## config.mk

```make
export PLATFORM = sky130hd
export DESIGN_NAME = hps_sequencer
export DESIGN_NICKNAME = d
export VERILOG_FILES = /design/src/design/hps_pkg.sv /design/src/design/hps_sequencer.sv /design/src/design/hps_idle_timer.sv
export VERILOG_INCLUDE_DIRS = /design/src /design/src/design
export SDC_FILE = /design/constraint.sdc
export NUM_CORES = 1
export LEC_CHECK = 0
export ABC_AREA = 1
export BUFFER_PORTS_ARGS = -buffer_cell sky130_fd_sc_hd__buf_2
export CORE_ASPECT_RATIO = 0.8
export CORE_MARGIN = 2
export CORE_UTILIZATION = 45
export CTS_BUF_LIST = sky130_fd_sc_hd__clkbuf_4 sky130_fd_sc_hd__clkbuf_8
export CTS_CLUSTER_DIAMETER = 150
export DETAILED_ROUTE_END_ITERATION = 6
export PLACE_DENSITY = 0.74
export SYNTH_ARGS = -nofsm -noshare
export SYNTH_HDL_FRONTEND = slang
export SYNTH_SLANG_ARGS = --single-unit
export TNS_END_PERCENT = 5
```

## constraint.sdc

```tcl
create_clock -name i_ref_clk -period 4.9 [get_ports i_ref_clk]
set_input_delay 0.49 -clock i_ref_clk [delete_from_list [all_inputs] [get_ports i_ref_clk]]
set_output_delay 0.49 -clock i_ref_clk [all_outputs]
set_load 0.02 [all_outputs]
```

## src/design/hps_consts.svh

```systemverilog
// Behaviour
// After the FIFO stays empty for the idle delay, boost and amplifier power down.
// Two-bit idle delay selects 5, 10, 15 or 20 ms; resets to code 0.
// With force-on clear, which is its reset value, device logic drives both enables.
// With force-on set, both enables stay on and idle power-down is ignored.
// Software writes play bit to 1; device plays slots at offsets 0x03 to 0x0A.
// Play bit reads back 1 for the whole time playback runs.
// Play bit clears itself when playback finishes.
// Writing 0 to the play bit during playback cancels it.
// Playback starts by fetching and playing the slot at offset 0x03.
// After each waveform the next slot, from 0x04 onward, is played.
// A slot holding identifier zero ends playback at once, playing nothing.
// Playback ends after the eighth slot even without a zero identifier.
// Each slot register is 8 bits, read/write, reset to zero.
// Each nonzero slot value is handed to the waveform engine as an identifier.
`ifndef HPS_CONSTS_SVH
`define HPS_CONSTS_SVH
`define HPS_ADDR_CTRL 8'h02
`define HPS_ADDR_SLOT0 8'h03
`define HPS_ADDR_SLOT_LAST 8'h0a
`define HPS_SLOT_COUNT 8
`define HPS_SLOT_LAST_IDX 3'h7
`define HPS_BIT_GO 0
`define HPS_BIT_FORCE 1
`define HPS_BIT_TMO_LO 2
`define HPS_BIT_TMO_HI 3
`define HPS_CTRL_RESET 4'h0
`define HPS_SLOT_RESET 8'h00
`define HPS_ID_NONE 8'h00
`define HPS_STEP_MS 5
`define HPS_CLK_KHZ 40000
`define HPS_CNT_W 24
`endif

```

## src/design/hps_pkg.sv

```systemverilog
package hps_pkg;
  typedef enum logic [2:0] {
    HPS_ST_IDLE = 3'h1,
    HPS_ST_FETCH = 3'h2,
    HPS_ST_PLAY = 3'h4
  } hps_state_t;

  typedef struct packed {
    logic [1:0] timeout;
    logic force_on;
    logic go;
  } hps_ctrl_t;

  typedef struct packed {
    logic start;
    logic abort;
    logic [7:0] id;
  } hps_wave_req_t;
endpackage : hps_pkg

```

## src/design/hps_sequencer.sv

```systemverilog
`timescale 1ns/1ps
`include "hps_consts.svh"
module hps_sequencer #(
  parameter logic [`HPS_CNT_W-1:0] P_STEP_CYC = `HPS_CNT_W'(`HPS_STEP_MS * `HPS_CLK_KHZ)
) (
  input wire logic i_ref_clk,
  input wire logic i_rst_b,
  input wire logic i_clk_en,
  input wire logic i_wr,
  input wire logic i_rd,
  input wire logic [7:0] i_addr,
  input wire logic [7:0] i_wdata,
  input wire logic i_fifo_empty,
  input wire logic i_wave_done,
  output logic [7:0] o_rdata,
  output logic o_boost_en,
  output logic o_amp_en,
  output logic o_playing,
  output hps_pkg::hps_wave_req_t o_wave
);
  logic [1:0] rst_sync_q;
  logic rst_n;
  hps_pkg::hps_ctrl_t ctrl_q;
  logic [7:0] slot_q [`HPS_SLOT_COUNT];
  hps_pkg::hps_state_t state_q;
  logic [2:0] idx_q;
  logic wr_ctrl;
  logic wr_go1;
  logic wr_go0;
  logic busy;
  logic end_now;
  logic start;
  logic cancel;
  logic idle;
  logic [7:0] cur_id;

  // Slot decode is shared by the write and read paths so both always agree on the map.
  function automatic logic is_slot_addr(input logic [7:0] a);
    is_slot_addr = (a >= `HPS_ADDR_SLOT0) && (a <= `HPS_ADDR_SLOT_LAST);
  endfunction : is_slot_addr

  function automatic logic [2:0] slot_index(input logic [7:0] a);
    slot_index = 3'(a - `HPS_ADDR_SLOT0);
  endfunction : slot_index

  always_ff @(posedge i_ref_clk or negedge i_rst_b) begin
    if (!i_rst_b) begin
      rst_sync_q <= 2'h0;
    end else begin
      rst_sync_q <= {rst_sync_q[0], 1'b1};
    end
  end
  assign rst_n = rst_sync_q[1];

  assign wr_ctrl = i_wr && (i_addr == `HPS_ADDR_CTRL);
  assign wr_go1 = wr_ctrl && i_wdata[`HPS_BIT_GO];
  assign wr_go0 = wr_ctrl && !i_wdata[`HPS_BIT_GO];
  assign busy = (state_q != hps_pkg::HPS_ST_IDLE);
  assign cur_id = slot_q[idx_q];
  assign end_now = ((state_q == hps_pkg::HPS_ST_FETCH) && (cur_id == `HPS_ID_NONE))
    || ((state_q == hps_pkg::HPS_ST_PLAY) && i_wave_done && (idx_q == `HPS_SLOT_LAST_IDX));
  // A new start written in the very cycle playback ends wins over the self-clear.
  assign start = wr_go1 && (!ctrl_q.go || end_now);
  assign cancel = wr_go0 && busy;

  // Slot registers.
  always_ff @(posedge i_ref_clk or negedge rst_n) begin
    if (!rst_n) begin
      for (int i = 0; i < `HPS_SLOT_COUNT; i++) begin
        slot_q[i] <= `HPS_SLOT_RESET;
      end
    end else if (i_clk_en && i_wr && is_slot_addr(i_addr)) begin
      slot_q[slot_index(i_addr)] <= i_wdata;
    end
  end

  // Control register; the play bit is owned jointly by software and the sequencer.
  always_ff @(posedge i_ref_clk or negedge rst_n) begin
    if (!rst_n) begin
      ctrl_q <= `HPS_CTRL_RESET;
    end else if (i_clk_en) begin
      if (wr_ctrl) begin
        ctrl_q.timeout <= i_wdata[`HPS_BIT_TMO_HI:`HPS_BIT_TMO_LO];
        ctrl_q.force_on <= i_wdata[`HPS_BIT_FORCE];
      end
      if (start) begin
        ctrl_q.go <= 1'b1;
      end else if (cancel || end_now) begin
        ctrl_q.go <= 1'b0;
      end else if (wr_go0) begin
        ctrl_q.go <= 1'b0;
      end
    end
  end

  // Slot walker.
  always_ff @(posedge i_ref_clk or negedge rst_n) begin
    if (!rst_n) begin
      state_q <= hps_pkg::HPS_ST_IDLE;
      idx_q <= 3'h0;
      o_wave <= '0;
    end else if (i_clk_en) begin
      o_wave.start <= 1'b0;
      o_wave.abort <= 1'b0;
      if (cancel) begin
        state_q <= hps_pkg::HPS_ST_IDLE;
        o_wave.abort <= 1'b1;
      end else if (start) begin
        state_q <= hps_pkg::HPS_ST_FETCH;
        idx_q <= 3'h0;
      end else begin
        case (state_q)
          hps_pkg::HPS_ST_IDLE: begin
            idx_q <= 3'h0;
          end
          hps_pkg::HPS_ST_FETCH: begin
            if (cur_id == `HPS_ID_NONE) begin
              state_q <= hps_pkg::HPS_ST_IDLE;
            end else begin
              o_wave.start <= 1'b1;
              o_wave.id <= cur_id;
              state_q <= hps_pkg::HPS_ST_PLAY;
            end
          end
          hps_pkg::HPS_ST_PLAY: begin
            if (i_wave_done) begin
              if (idx_q == `HPS_SLOT_LAST_IDX) begin
                state_q <= hps_pkg::HPS_ST_IDLE;
              end else begin
                idx_q <= idx_q + 3'h1;
                state_q <= hps_pkg::HPS_ST_FETCH;
              end
            end
          end
          default: begin
            state_q <= hps_pkg::HPS_ST_IDLE;
          end
        endcase
      end
    end
  end

  // Playback keeps the output stage awake even though the FIFO is empty.
  hps_idle_timer #(
    .P_STEP_CYC(P_STEP_CYC)
  ) u_idle (
    .i_ref_clk(i_ref_clk),
    .i_rst_b(rst_n),
    .i_clk_en(i_clk_en),
    .i_run(i_fifo_empty && !busy && !ctrl_q.force_on),
    .i_code(ctrl_q.timeout),
    .o_idle(idle)
  );

  always_ff @(posedge i_ref_clk or negedge rst_n) begin
    if (!rst_n) begin
      o_boost_en <= 1'b0;
      o_amp_en <= 1'b0;
      o_playing <= 1'b0;
    end else if (i_clk_en) begin
      o_boost_en <= ctrl_q.force_on || !idle;
      o_amp_en <= ctrl_q.force_on || !idle;
      o_playing <= busy;
    end
  end

  // Register reads; unmapped addresses read as zero.
  always_ff @(posedge i_ref_clk or negedge rst_n) begin
    if (!rst_n) begin
      o_rdata <= 8'h00;
    end else if (i_clk_en && i_rd) begin
      if (i_addr == `HPS_ADDR_CTRL) begin
        o_rdata <= {4'h0, ctrl_q};
      end else if (is_slot_addr(i_addr)) begin
        o_rdata <= slot_q[slot_index(i_addr)];
      end else begin
        o_rdata <= 8'h00;
      end
    end
  end
endmodule : hps_sequencer

```

## src/design/hps_idle_timer.sv

```systemverilog
`timescale 1ns/1ps
`include "hps_consts.svh"
module hps_idle_timer #(
  parameter logic [`HPS_CNT_W-1:0] P_STEP_CYC = `HPS_CNT_W'(`HPS_STEP_MS * `HPS_CLK_KHZ)
) (
  input wire logic i_ref_clk,
  input wire logic i_rst_b,
  input wire logic i_clk_en,
  input wire logic i_run,
  input wire logic [1:0] i_code,
  output logic o_idle
);
  logic [`HPS_CNT_W-1:0] cnt_q;
  logic [`HPS_CNT_W-1:0] lim;

  // Code n waits (n + 1) steps of 5 ms.
  function automatic logic [`HPS_CNT_W-1:0] idle_limit(input logic [1:0] code);
    idle_limit = `HPS_CNT_W'(P_STEP_CYC * (`HPS_CNT_W'(code) + `HPS_CNT_W'(1)));
  endfunction : idle_limit

  assign lim = idle_limit(i_code);

  always_ff @(posedge i_ref_clk or negedge i_rst_b) begin
    if (!i_rst_b) begin
      cnt_q <= '0;
      o_idle <= 1'b0;
    end else if (i_clk_en) begin
      if (!i_run) begin
        cnt_q <= '0;
        o_idle <= 1'b0;
      end else if (!o_idle) begin
        if (cnt_q == lim - `HPS_CNT_W'(1)) begin
          o_idle <= 1'b1;
        end
        cnt_q <= cnt_q + `HPS_CNT_W'(1);
      end
    end
  end
endmodule : hps_idle_timer

```

## Word level (Yosys, flattened, before mapping)

Index checks and enable logic that the tools add are counted.

- Output and inout port bits: 21
- Register bits after elaboration: 121
- Bits of input ports: 23

- Eq/ne operators: 12
- Order comparisons: 5
- Multiply operators: 1
- Muxes and demuxes: 34
- Bitwise operators: 5
- Reductions and logical operators: 33
- Add/subtract/negate cells: 5

Operators with widths:

| kind | count |
|---|---|
| 64-bit bitwise mux | 1 |
| 8-bit two-way mux | 7 |
| 8-bit binary-select mux with 3-bit select | 2 |
| 24-bit two-way mux | 2 |
| 24-bit by 1-bit adder with 24-bit output (second input constant) | 1 |
| 8-bit demux with 3-bit select | 1 |
| 24-bit == test | 1 |
| 12-bit by 24-bit multiplier with 18-bit output (first input constant) | 1 |
| 24-bit by 1-bit subtractor with 24-bit output (second input constant) | 1 |
| 3-bit two-way mux | 7 |
| 1-bit logical AND | 15 |
| 1-bit two-way mux | 11 |
| 5-bit AND reduction | 2 |
| 3-bit inequality test (second input constant) | 3 |
| 3-bit one-hot mux with 3 select lines | 1 |
| 8-bit by 2-bit == test with 1-bit output (second input constant) | 1 |
| 4-bit greater-or-equal comparator (second input constant) | 2 |
| 8-bit by 2-bit greater-or-equal comparator with 1-bit output (second input constant) | 1 |
| 8-bit by 4-bit less-or-equal comparator with 1-bit output (second input constant) | 1 |
| 8-bit zero test | 1 |
| 3-bit inverter with 4-bit output | 2 |
| 3-bit == test (second input constant) | 2 |
| 3-bit one-hot mux with 2 select lines | 1 |
| 2-bit AND reduction | 3 |
| 15 further kinds | 25 |

## Longest topological paths before layout

Gate-level depths: netlist of run 1.

- Depth after elaboration: 11
- Mapped depth: 16
- Gate-level depth less buffers: 14

## Modules after synthesis

Synthesis of run 1 repeated with hierarchy kept, for this count alone.

- Cell total of the unflattened synthesis: 1012
- Area, all modules: 7288.2 um2

Modules (own cells, without submodules):

| module | area each (um2) | cells an instance | instances | sequential area each (um2) |
|---|---|---|---|---|
| hps_sequencer | 5133.7 | 679 | 1 | 2403.6 |
| hps_idle_timer | 2154.6 | 333 | 1 | 625.6 |

## Worst setup path after synthesis of run 1

No wires, ideal clock.

- Path kind: flip-flop to flip-flop
- From: register ctrl_q[2] (netlist name)
- To: register u_idle.o_idle
- Library setup time: 78 ps
- Cell stages (with the launch flop): 13
- Setup slack: 2267 ps
- Arrival time: 2555 ps
- Cell sequence: dfrtp_1 > clkbuf_1 > inv_1 > ha_1 > xnor2_1 > ha_1 > nor3_1 > xnor2_1 > xor2_1 > o22ai_1 > nor2_1 > nand3_1 > a21oi_1

- Word-level cells in the longest chain between the ends: 7

RTL lines:

| item | RTL line | text |
|---|---|---|
| start, declared | hps_sequencer.sv:23 | `hps_pkg::hps_ctrl_t ctrl_q;` |
| start signal, assigned | hps_sequencer.sv:80 | `` ctrl_q <= `HPS_CTRL_RESET; `` |
| 2-bit by 1-bit adder with 3-bit output (no source line) | -- |  |
| 12-bit by 24-bit multiplier with 18-bit output | hps_idle_timer.sv:18 | `` idle_limit = `HPS_CNT_W'(P_STEP_CYC * (`HPS_CNT_W'(code) + `HPS_CNT_W'(1))); `` |
| 24-bit by 1-bit subtractor with 24-bit output | hps_idle_timer.sv:32 | `` if (cnt_q == lim - `HPS_CNT_W'(1)) begin `` |
| 24-bit == test | hps_idle_timer.sv:32 |  |
| 1-bit two-way mux | hps_idle_timer.sv:32 |  |
| 1-bit two-way mux | hps_idle_timer.sv:31 | `end else if (!o_idle) begin` |
| 1-bit two-way mux | hps_idle_timer.sv:28 | `if (!i_run) begin` |
| end signal, assigned | hps_idle_timer.sv:26 | `o_idle <= 1'b0;` |
| end signal, assigned | hps_idle_timer.sv:30 | `o_idle <= 1'b0;` |
| end signal, assigned | hps_idle_timer.sv:33 | `o_idle <= 1'b1;` |
| end, declared | hps_idle_timer.sv:11 | `output logic o_idle` |

Every way passes these cells.
A chain may end at the register's enable or synchronous reset.

## Final worst setup path of run 1

Same ends and word-level chain as after synthesis.

==> summary.md, run 1 <==
| Metric | Value |
|---|---|
| Hold Crit Class | flop to flop |
| Bufs and invs on worst path | 1 |
| VDD IR max | 0.000254 V |
| CTS sink cnt | about 120 |
| Rel. slew slack | 29.7% |
| Req. time, crit path | 5.26 ns |
| Setup crit end kind | flop |
| CP Launch Type | flop |
| Port bufs | 43 |
| Most frequent cell after synthesis | nand2_1 |
| CP max FO | 12 |
| Initial antenna violation count | 0 |
| Cts repair resizes | 0 |
| Worst Skew | 0.0109 ns |
| Ant diodes | 0 |
| Final wirelength | 19200 um |
| CP max stage cell | dfrtp_1 |
| Vert. Die Dim | 115 um |
| Sequence of cells on the critical path | inv_1 > ha_1 > xnor2_1 > ha_1 > nor3_1 > xnor2_1 > xor2_1 > o22ai_1 > nor2_1 > nand3_1 > a21oi_1 |
| Area growth, synth to finish | 9.43% |
| Post-route setup TNS | 0 ns |
| Postcts setup bufs | 0 |
| CTS Hold Buffers Added | 1 |
| Synth cell types | 52 |
| Placement-stage cell area | between 0.007 and 0.008 mm^2 |
| Worst endpoint data arrival time | 3.32 ns |
| DP HPWL | between 10000 and 15000 um |
| Final setup viols | 0 |
| CTS Buf Count | 17 |
| RePlAce Congestion | roughly 0.94 |
| GRT Total Usage | 24.7% |
| Synth area leaders | dfrtp_1 43%, nand2_1 13%, inv_1 6.6% |
| Max-cap violations | 0 |
| Yosys warning total | 0 |
| H-Tree Depth | 4 |
| Initial cell density of the core | 46.2% |
| Die width | 143 um |
| # IOs | 44 |
| Sequential-to-total area share from yosys stat | 43.4% |
| Final Hold Viols | 0 |
| Final net count | 990 |
| CTS Root Cell | clkbuf_8 |
| Cell Area, Synth | 0.00698 mm^2 |
| RSZ-0062 raised after global routing | false |
| Initial DRC Count | 788 |
| Yosys top cell by area | dfrtp_1 |
| Final Slew Violations | 0 |
| CTS clk-pin slew, worst paths | 0.07 ns |
| Synth top cells by count | 250 x nand2_1, 122 x inv_1, 120 x dfrtp_1, 87 x o21ai_0, 73 x nand3_1 |
| Row cnt | 40 |
| Crit-path max cell delay | 0.61 ns |
| Syn nets | 960 |
| Fill cells | 1464 |
| Vias/cell | 5.43 |
| Pwr Density | 323 mW/mm^2 |
| CP Class | flop to flop |
| Top delay family on crit path | adder cells |
| Yosys reg bits | approximately 120 |
| Die area | between 0.015 and 0.02 mm^2 |
| Clk_lat worst skew | ~0.44 ns |
| Area share of the largest cell type after synthesis | 43.0% |
| First-pass GRT wire length | around 31000 um |
| Remaining antenna violation count after routing | 0 |
| Post-synth EDFFs | 0 |
| Layout cells sized above 1 | 10.9% |
| Gate Count Post-Synth | 922 |
| CTS tree | yes |
| Longest Clk Path Bufs | 2 |
| Static Leak | 3.63 nW |
| Core ar. | 0.0151 mm^2 |
| Period utilization | 60.3% |
| Fin area | roughly 0.0076 mm^2 |
| Largest net degree at the start of global routing | 80 |
| Post-Syn Area per Cell | ~7.6 um^2 |
| Fraction of registers with async set/reset | 100% |
| Crit path time final | 2.95 ns |
| Grt ovf | 0 |
| Run status | finished clean |
| Router iterations before antenna repair | 5 |
| Vias in the first global route | 5918 |
| Total power | 0.00247 W |
| Final core utilization | 50.5% |
| DR WL/cell | approximately 16 um |
| Via count | 6369 |
| FMAX | 339 MHz |
| Synth Flop Type | dfrtp_1 |
| Pin slew with the least headroom to its limit | 1.05 ns |
| Residual DRC | 0 |
[per-stage QoR]
stage / setup slack, ns / cells / hold slack [ns]
2_1_floorplan: 1.28 / 922 / 0.194
3_3_place_gp: 1.98 / 1142 / 0.275
3_5_place_dp: 2.00 / 1142 / 0.277
4_1_cts: 1.95 / 1174 / 0.341
5_1_grt: 1.56 / 1174 / 0.336
6_report: 1.95 / 1174 / 0.349
[state kept, by name, summed over array words and instances, names as in the netlist]
signal         flops
u_idle.cnt_q      24
slot_q            64
u_idle.o_idle      1
rst_sync_q         2
state_q            3
o_amp_en           1
o_playing          1
o_wave            10
ctrl_q             4
o_rdata            8
idx_q              3
[kinds of logic (layout without fill, tap and decap cells)]
logic type	Yosys count	after routing	share of synthesized area, %
and+or+nand+nor	434	434	27.1
buffers and inverters	161	203	10.1
DFF	121	121	43.4
adders and majority gates	15	15	2.69
AOI/OAI and AO/OA	167	167	13.8
other	1	1	0.0537
xor gates and xnor gates	23	23	2.89
[layout by cell type, fill, tap and decap left out, types with 13 or more instances in the layout]
master	synthesis	layout
nand3_1	73	73
clkbuf_8	0	17
o21ai_0	87	87
a21oi_1	25	25
buf_2	11	43
ha_1	15	15
o22ai_1	17	17
nand2_1	250	250
dfrtp_1	120	119
nor2_1	58	58
inv_1	122	122
nor3_1	13	13
xor2_1	14	14
[cell type report]
type                    count  area, um^2  share of cell area, %
multi-input cells         640        3250                   42.5
flip-flops and latches    121        3030                   39.7
inverters                 125         474                   6.21
well taps                 210         263                   3.44
clock buffers              19         249                   3.26
repair buffers             47         248                   3.24
clock inverters            12         126                   1.65
[metal layers]
metal	share of wire (%)	GRT usage, %	vias to the layer above
met3	9.7	6.75	30
met4	1.7	8.43	0
met5	0	0	-
met1	48	37.8	2951
li1	-	-	3055
met2	40	33.4	333
[power by group]
part	switching [W]	leakage [nW]	internal, W
Clock	0.000414	0.193	0.000458
Combinational	0.000316	2.11	0.000132
Sequential	0.0000638	1.33	0.00109
[path summary, 6_finish.rpt]
check	from	to	slack, ns	cells past startpoint
worst max-delay path	ctrl_q[2]$_DFFE_PN0P_	u_idle.o_idle$_DFFE_PN0P_	1.95	11
worst min-delay path	rst_sync_q[0]$_DFF_PN0_	rst_sync_q[1]$_DFF_PN0_	0.35	0
worst max register to register	ctrl_q[2]$_DFFE_PN0P_	u_idle.o_idle$_DFFE_PN0P_	1.95	11
worst min register to register	rst_sync_q[0]$_DFF_PN0_	rst_sync_q[1]$_DFF_PN0_	0.35	0
max in group asynchronous	rst_sync_q[1]$_DFF_PN0_	u_idle.cnt_q[23]$_DFFE_PN0P_	3.27	1
min in group asynchronous	i_rst_b	rst_sync_q[1]$_DFF_PN0_	0.36	2
Note: power is estimated with default switching activity, not from simulation.
==> inputs of run 2 (changes only) <==
Settings changed: PLACE_DENSITY 0.74 to 0.76.
Clock period 4.9 ns to 2.4 ns, I/O delays scaled along.
==> run 2 against run 1 <==
Register-to-register slack worse by 1.8 ns. First-iteration DRC count up 20%. Non-clock buffer count up 42. Power up 100%. Sequential cell count unchanged. Die area unchanged. Hold slack worse by 0.25 ns. Clock skew up 0.0059 ns. Fmax up 32%. Critical path type unchanged. Critical endpoint unchanged. Largest power group unchanged.
==> summary.md, run 2 (synthesized netlist as in run 1, its figures left out) <==
| Metric | Value |
|---|---|
| Run status | finished clean (unchanged) |
| RePlAce Congestion | 0.941 (was 0.943) |
| Longest Clk Path Bufs | 2 (unchanged) |
| Via count | 6634 (was 6369) |
| Vias/cell | 5.44 (was 5.43) |
| Biggest registers after layout | slot_q (64), u_idle.cnt_q (24), o_wave (10) (unchanged) |
| Max-cap violations | 0 (unchanged) |
| CTS Buf Count | 17 (unchanged) |
| Worst Skew | 0.0168 ns (was 0.0109 ns) |
| Pin slew with the least headroom to its limit | 0.893 ns (was 1.05 ns) |
| RSZ-0062 raised after global routing | true (was false) |
| Final hold slack | 0.0956 ns (was 0.349 ns) |
| First-pass GRT wire length | 31500 um (was 31200 um) |
| Worst R2R Path Depth | 11 (unchanged) |
| Rel. slew slack | 40.0% (was 29.7%) |
| Final wirelength | 19900 um (was 19200 um) |
| Commonest non-fill, non-tap cell in the layout | nand2_1 (unchanged) |
| CP Launch Type | flop (unchanged) |
| DP HPWL | 14300 um (was 13300 um) |
| Residual DRC | 0 (unchanged) |
| Period utilization | 92.9% (was 60.3%) |
| Metal3 WL | 2070 um (was 1870 um) |
| Max Used Layer | met4 (unchanged) |
| GRT Total Usage | 25.0% (was 24.7%) |
| Grt ovf | 0 (unchanged) |
| Most flops, register | slot_q (unchanged) |
| Layout cells sized above 1 | 16.2% (was 10.9%) |
| VDD IR max | 0.000573 V (was 0.000254 V) |
| Register Area | 0.00303 mm^2 (about the same) |
| CTS clk-pin slew, worst paths | 0.07 ns (about the same) |
| Router iterations before antenna repair | 6 (was 5) |
| CP max stage cell | dfrtp_1 (unchanged) |
| Row cnt | 40 (unchanged) |
| Die width | 143 um (unchanged) |
| Die area | 0.0165 mm^2 (unchanged) |
| Port bufs | 43 (unchanged) |
| Max FFs per register | 64 (unchanged) |
| Final Slew Violations | 0 (unchanged) |
| Cell mode on critical path | ha_4 |
| Pwr Density | 618 mW/mm^2 (was 323 mW/mm^2) |
| CTS sink cnt | 121 (unchanged) |
| Hold Crit Class | input port to asynchronous set/reset pin (was flop to flop) |
| H-Tree Depth | 4 (unchanged) |
| Worst endpoint data arrival time | 2.60 ns (was 3.32 ns) |
| Fin area | 0.00805 mm^2 (was 0.00764 mm^2) |
| CP Class | flop to flop (unchanged) |
| Core ar. | 0.0151 mm^2 (unchanged) |
| Req. time, crit path | 2.78 ns (was 5.26 ns) |
| Final net count | 1034 (was 990) |
| Crit-path max cell delay | 0.39 ns (was 0.61 ns) |
| Vert. Die Dim | 115 um (unchanged) |
| Placement-stage cell area | 0.00759 mm^2 (was 0.00725 mm^2) |
| Post-route setup TNS | 0 ns (unchanged) |
| CTS Root Cell | clkbuf_8 (unchanged) |
| DP Worst Slack | 0.0802 ns (was 2.00 ns) |
| Crit path time final | 2.23 ns (was 2.95 ns) |
| Final core utilization | 53.3% (was 50.5%) |
| Final setup viols | 0 (unchanged) |
| DR WL/cell | 16.3 um (about the same) |
| FMAX | 449 MHz (was 339 MHz) |
| Ant diodes | 0 (unchanged) |
| Fill cells | 1438 (was 1464) |
| Setup crit end kind | flop (unchanged) |
| Initial antenna violation count | 0 (unchanged) |
| Largest net degree at the start of global routing | 52 (was 80) |
| Static Leak | 3.83 nW (was 3.63 nW) |
| Remaining antenna violation count after routing | 0 (unchanged) |
| M1 wire length | 9490 um (was 9220 um) |
| CTS tree | yes (unchanged) |
| Sequence of cells on the critical path | inv_1 > ha_4 > xnor2_2 > ha_4 > nor3_2 > xnor2_1 > xor2_1 > o22ai_1 > nor2_1 > nand3_1 > a21oi_1 (was inv_1 > ha_1 > xnor2_1 > ha_1 > nor3_1 > xnor2_1 > xor2_1 > o22ai_1 > nor2_1 > nand3_1 > a21oi_1) |
| Final Hold Viols | 0 (unchanged) |
| Initial cell density of the core | 46.2% (unchanged) |
| Multi-input logic area | 0.00333 mm^2 (was 0.00325 mm^2) |
| CP max FO | 5 (was 12) |
| Routed wl met2 | 8070 um (was 7740 um) |
| Vias in the first global route | 6027 (was 5918) |
| Initial DRC Count | 945 (was 788) |
| Most frequent cells in the layout | 249 x nand2_1, 122 x inv_1, 118 x dfrtp_1 (was 250 x nand2_1, 122 x inv_1, 119 x dfrtp_1) |
| Worst setup margin | 0.171 ns (was 1.95 ns) |
| Clk_lat worst skew | 0.46 ns (was 0.44 ns) |
| Area growth, synth to finish | 15.3% (was 9.43%) |
| # IOs | 44 (unchanged) |
## run 2: area by class of cell
cell class / count / share of cell area, %
clock inverter: 14 / 1.27
inverter: 125 / 5.89
sequential: 121 / 37.7
multi-input combinational: 641 / 41.4
timing repair buffer: 89 / 7.35
tap: 210 / 3.26
timing repair inverter: 1 / 0.0777
clock buffer: 18 / 3.08
## run 2: repair_timing
action / 4_1_cts / 5_1_grt
resized for setup: 0 / 19
setup buffers: 0 / 1
hold buffers: 1 / 0
setup endpoints to repair: 0 / 9
endpoints found under the hold margin: 2 / 0
## run 2: routing by layer
layer | track usage, % | vias to the layer above
met2 | 34.2 | 362
met1 | 39.2 | 3099
li1 | - | 3149
met3 | 5.66 | 24
met4 | 7.19 | 0
met5 | 0 | -
## run 2: worst max-delay path: cells and delay by family, from the launching register on
kind	cells	cell delay [ns]
xor gates and xnor gates	3	0.59
adders and majority gates	2	0.48
DFF	1	0.39
and+or+nand+nor	3	0.36
AOI/OAI and AO/OA	2	0.21
buffers and inverters	1	0.11
## run 2: power breakdown
part / switching, W / internal, W / total [W]
logic: 0.000686 / 0.000320 / 0.00101
registers: 0.000131 / 0.00222 / 0.00235
clock network: 0.000887 / 0.000737 / 0.00162
total: 0.00170 / 0.00328 / 0.00498
## run 2: path summary, 6_finish.rpt
path / slack, ns / endpoint / start
worst max-delay path: 0.17 / u_idle.o_idle$_DFFE_PN0P_ / ctrl_q[2]$_DFFE_PN0P_
worst min-delay path: 0.1 / rst_sync_q[1]$_DFF_PN0_ / i_rst_b
worst max register to register: 0.17 / u_idle.o_idle$_DFFE_PN0P_ / ctrl_q[2]$_DFFE_PN0P_
worst min register to register: 0.30 / slot_q[63]$_DFFE_PN0P_ / rst_sync_q[1]$_DFF_PN0_
max in group asynchronous: 1.34 / u_idle.cnt_q[17]$_DFFE_PN0P_ / rst_sync_q[1]$_DFF_PN0_
min in group i_ref_clk: 0.11 / slot_q[63]$_DFFE_PN0P_ / i_wdata[7]
## run 2: metrics by stage
stage,total power [W],instances
2_1_floorplan,0.00305,922
3_3_place_gp,0.00333,1183
3_5_place_dp,0.00334,1183
4_1_cts,0.00496,1216
5_1_grt,0.00520,1219
6_report,0.00498,1219
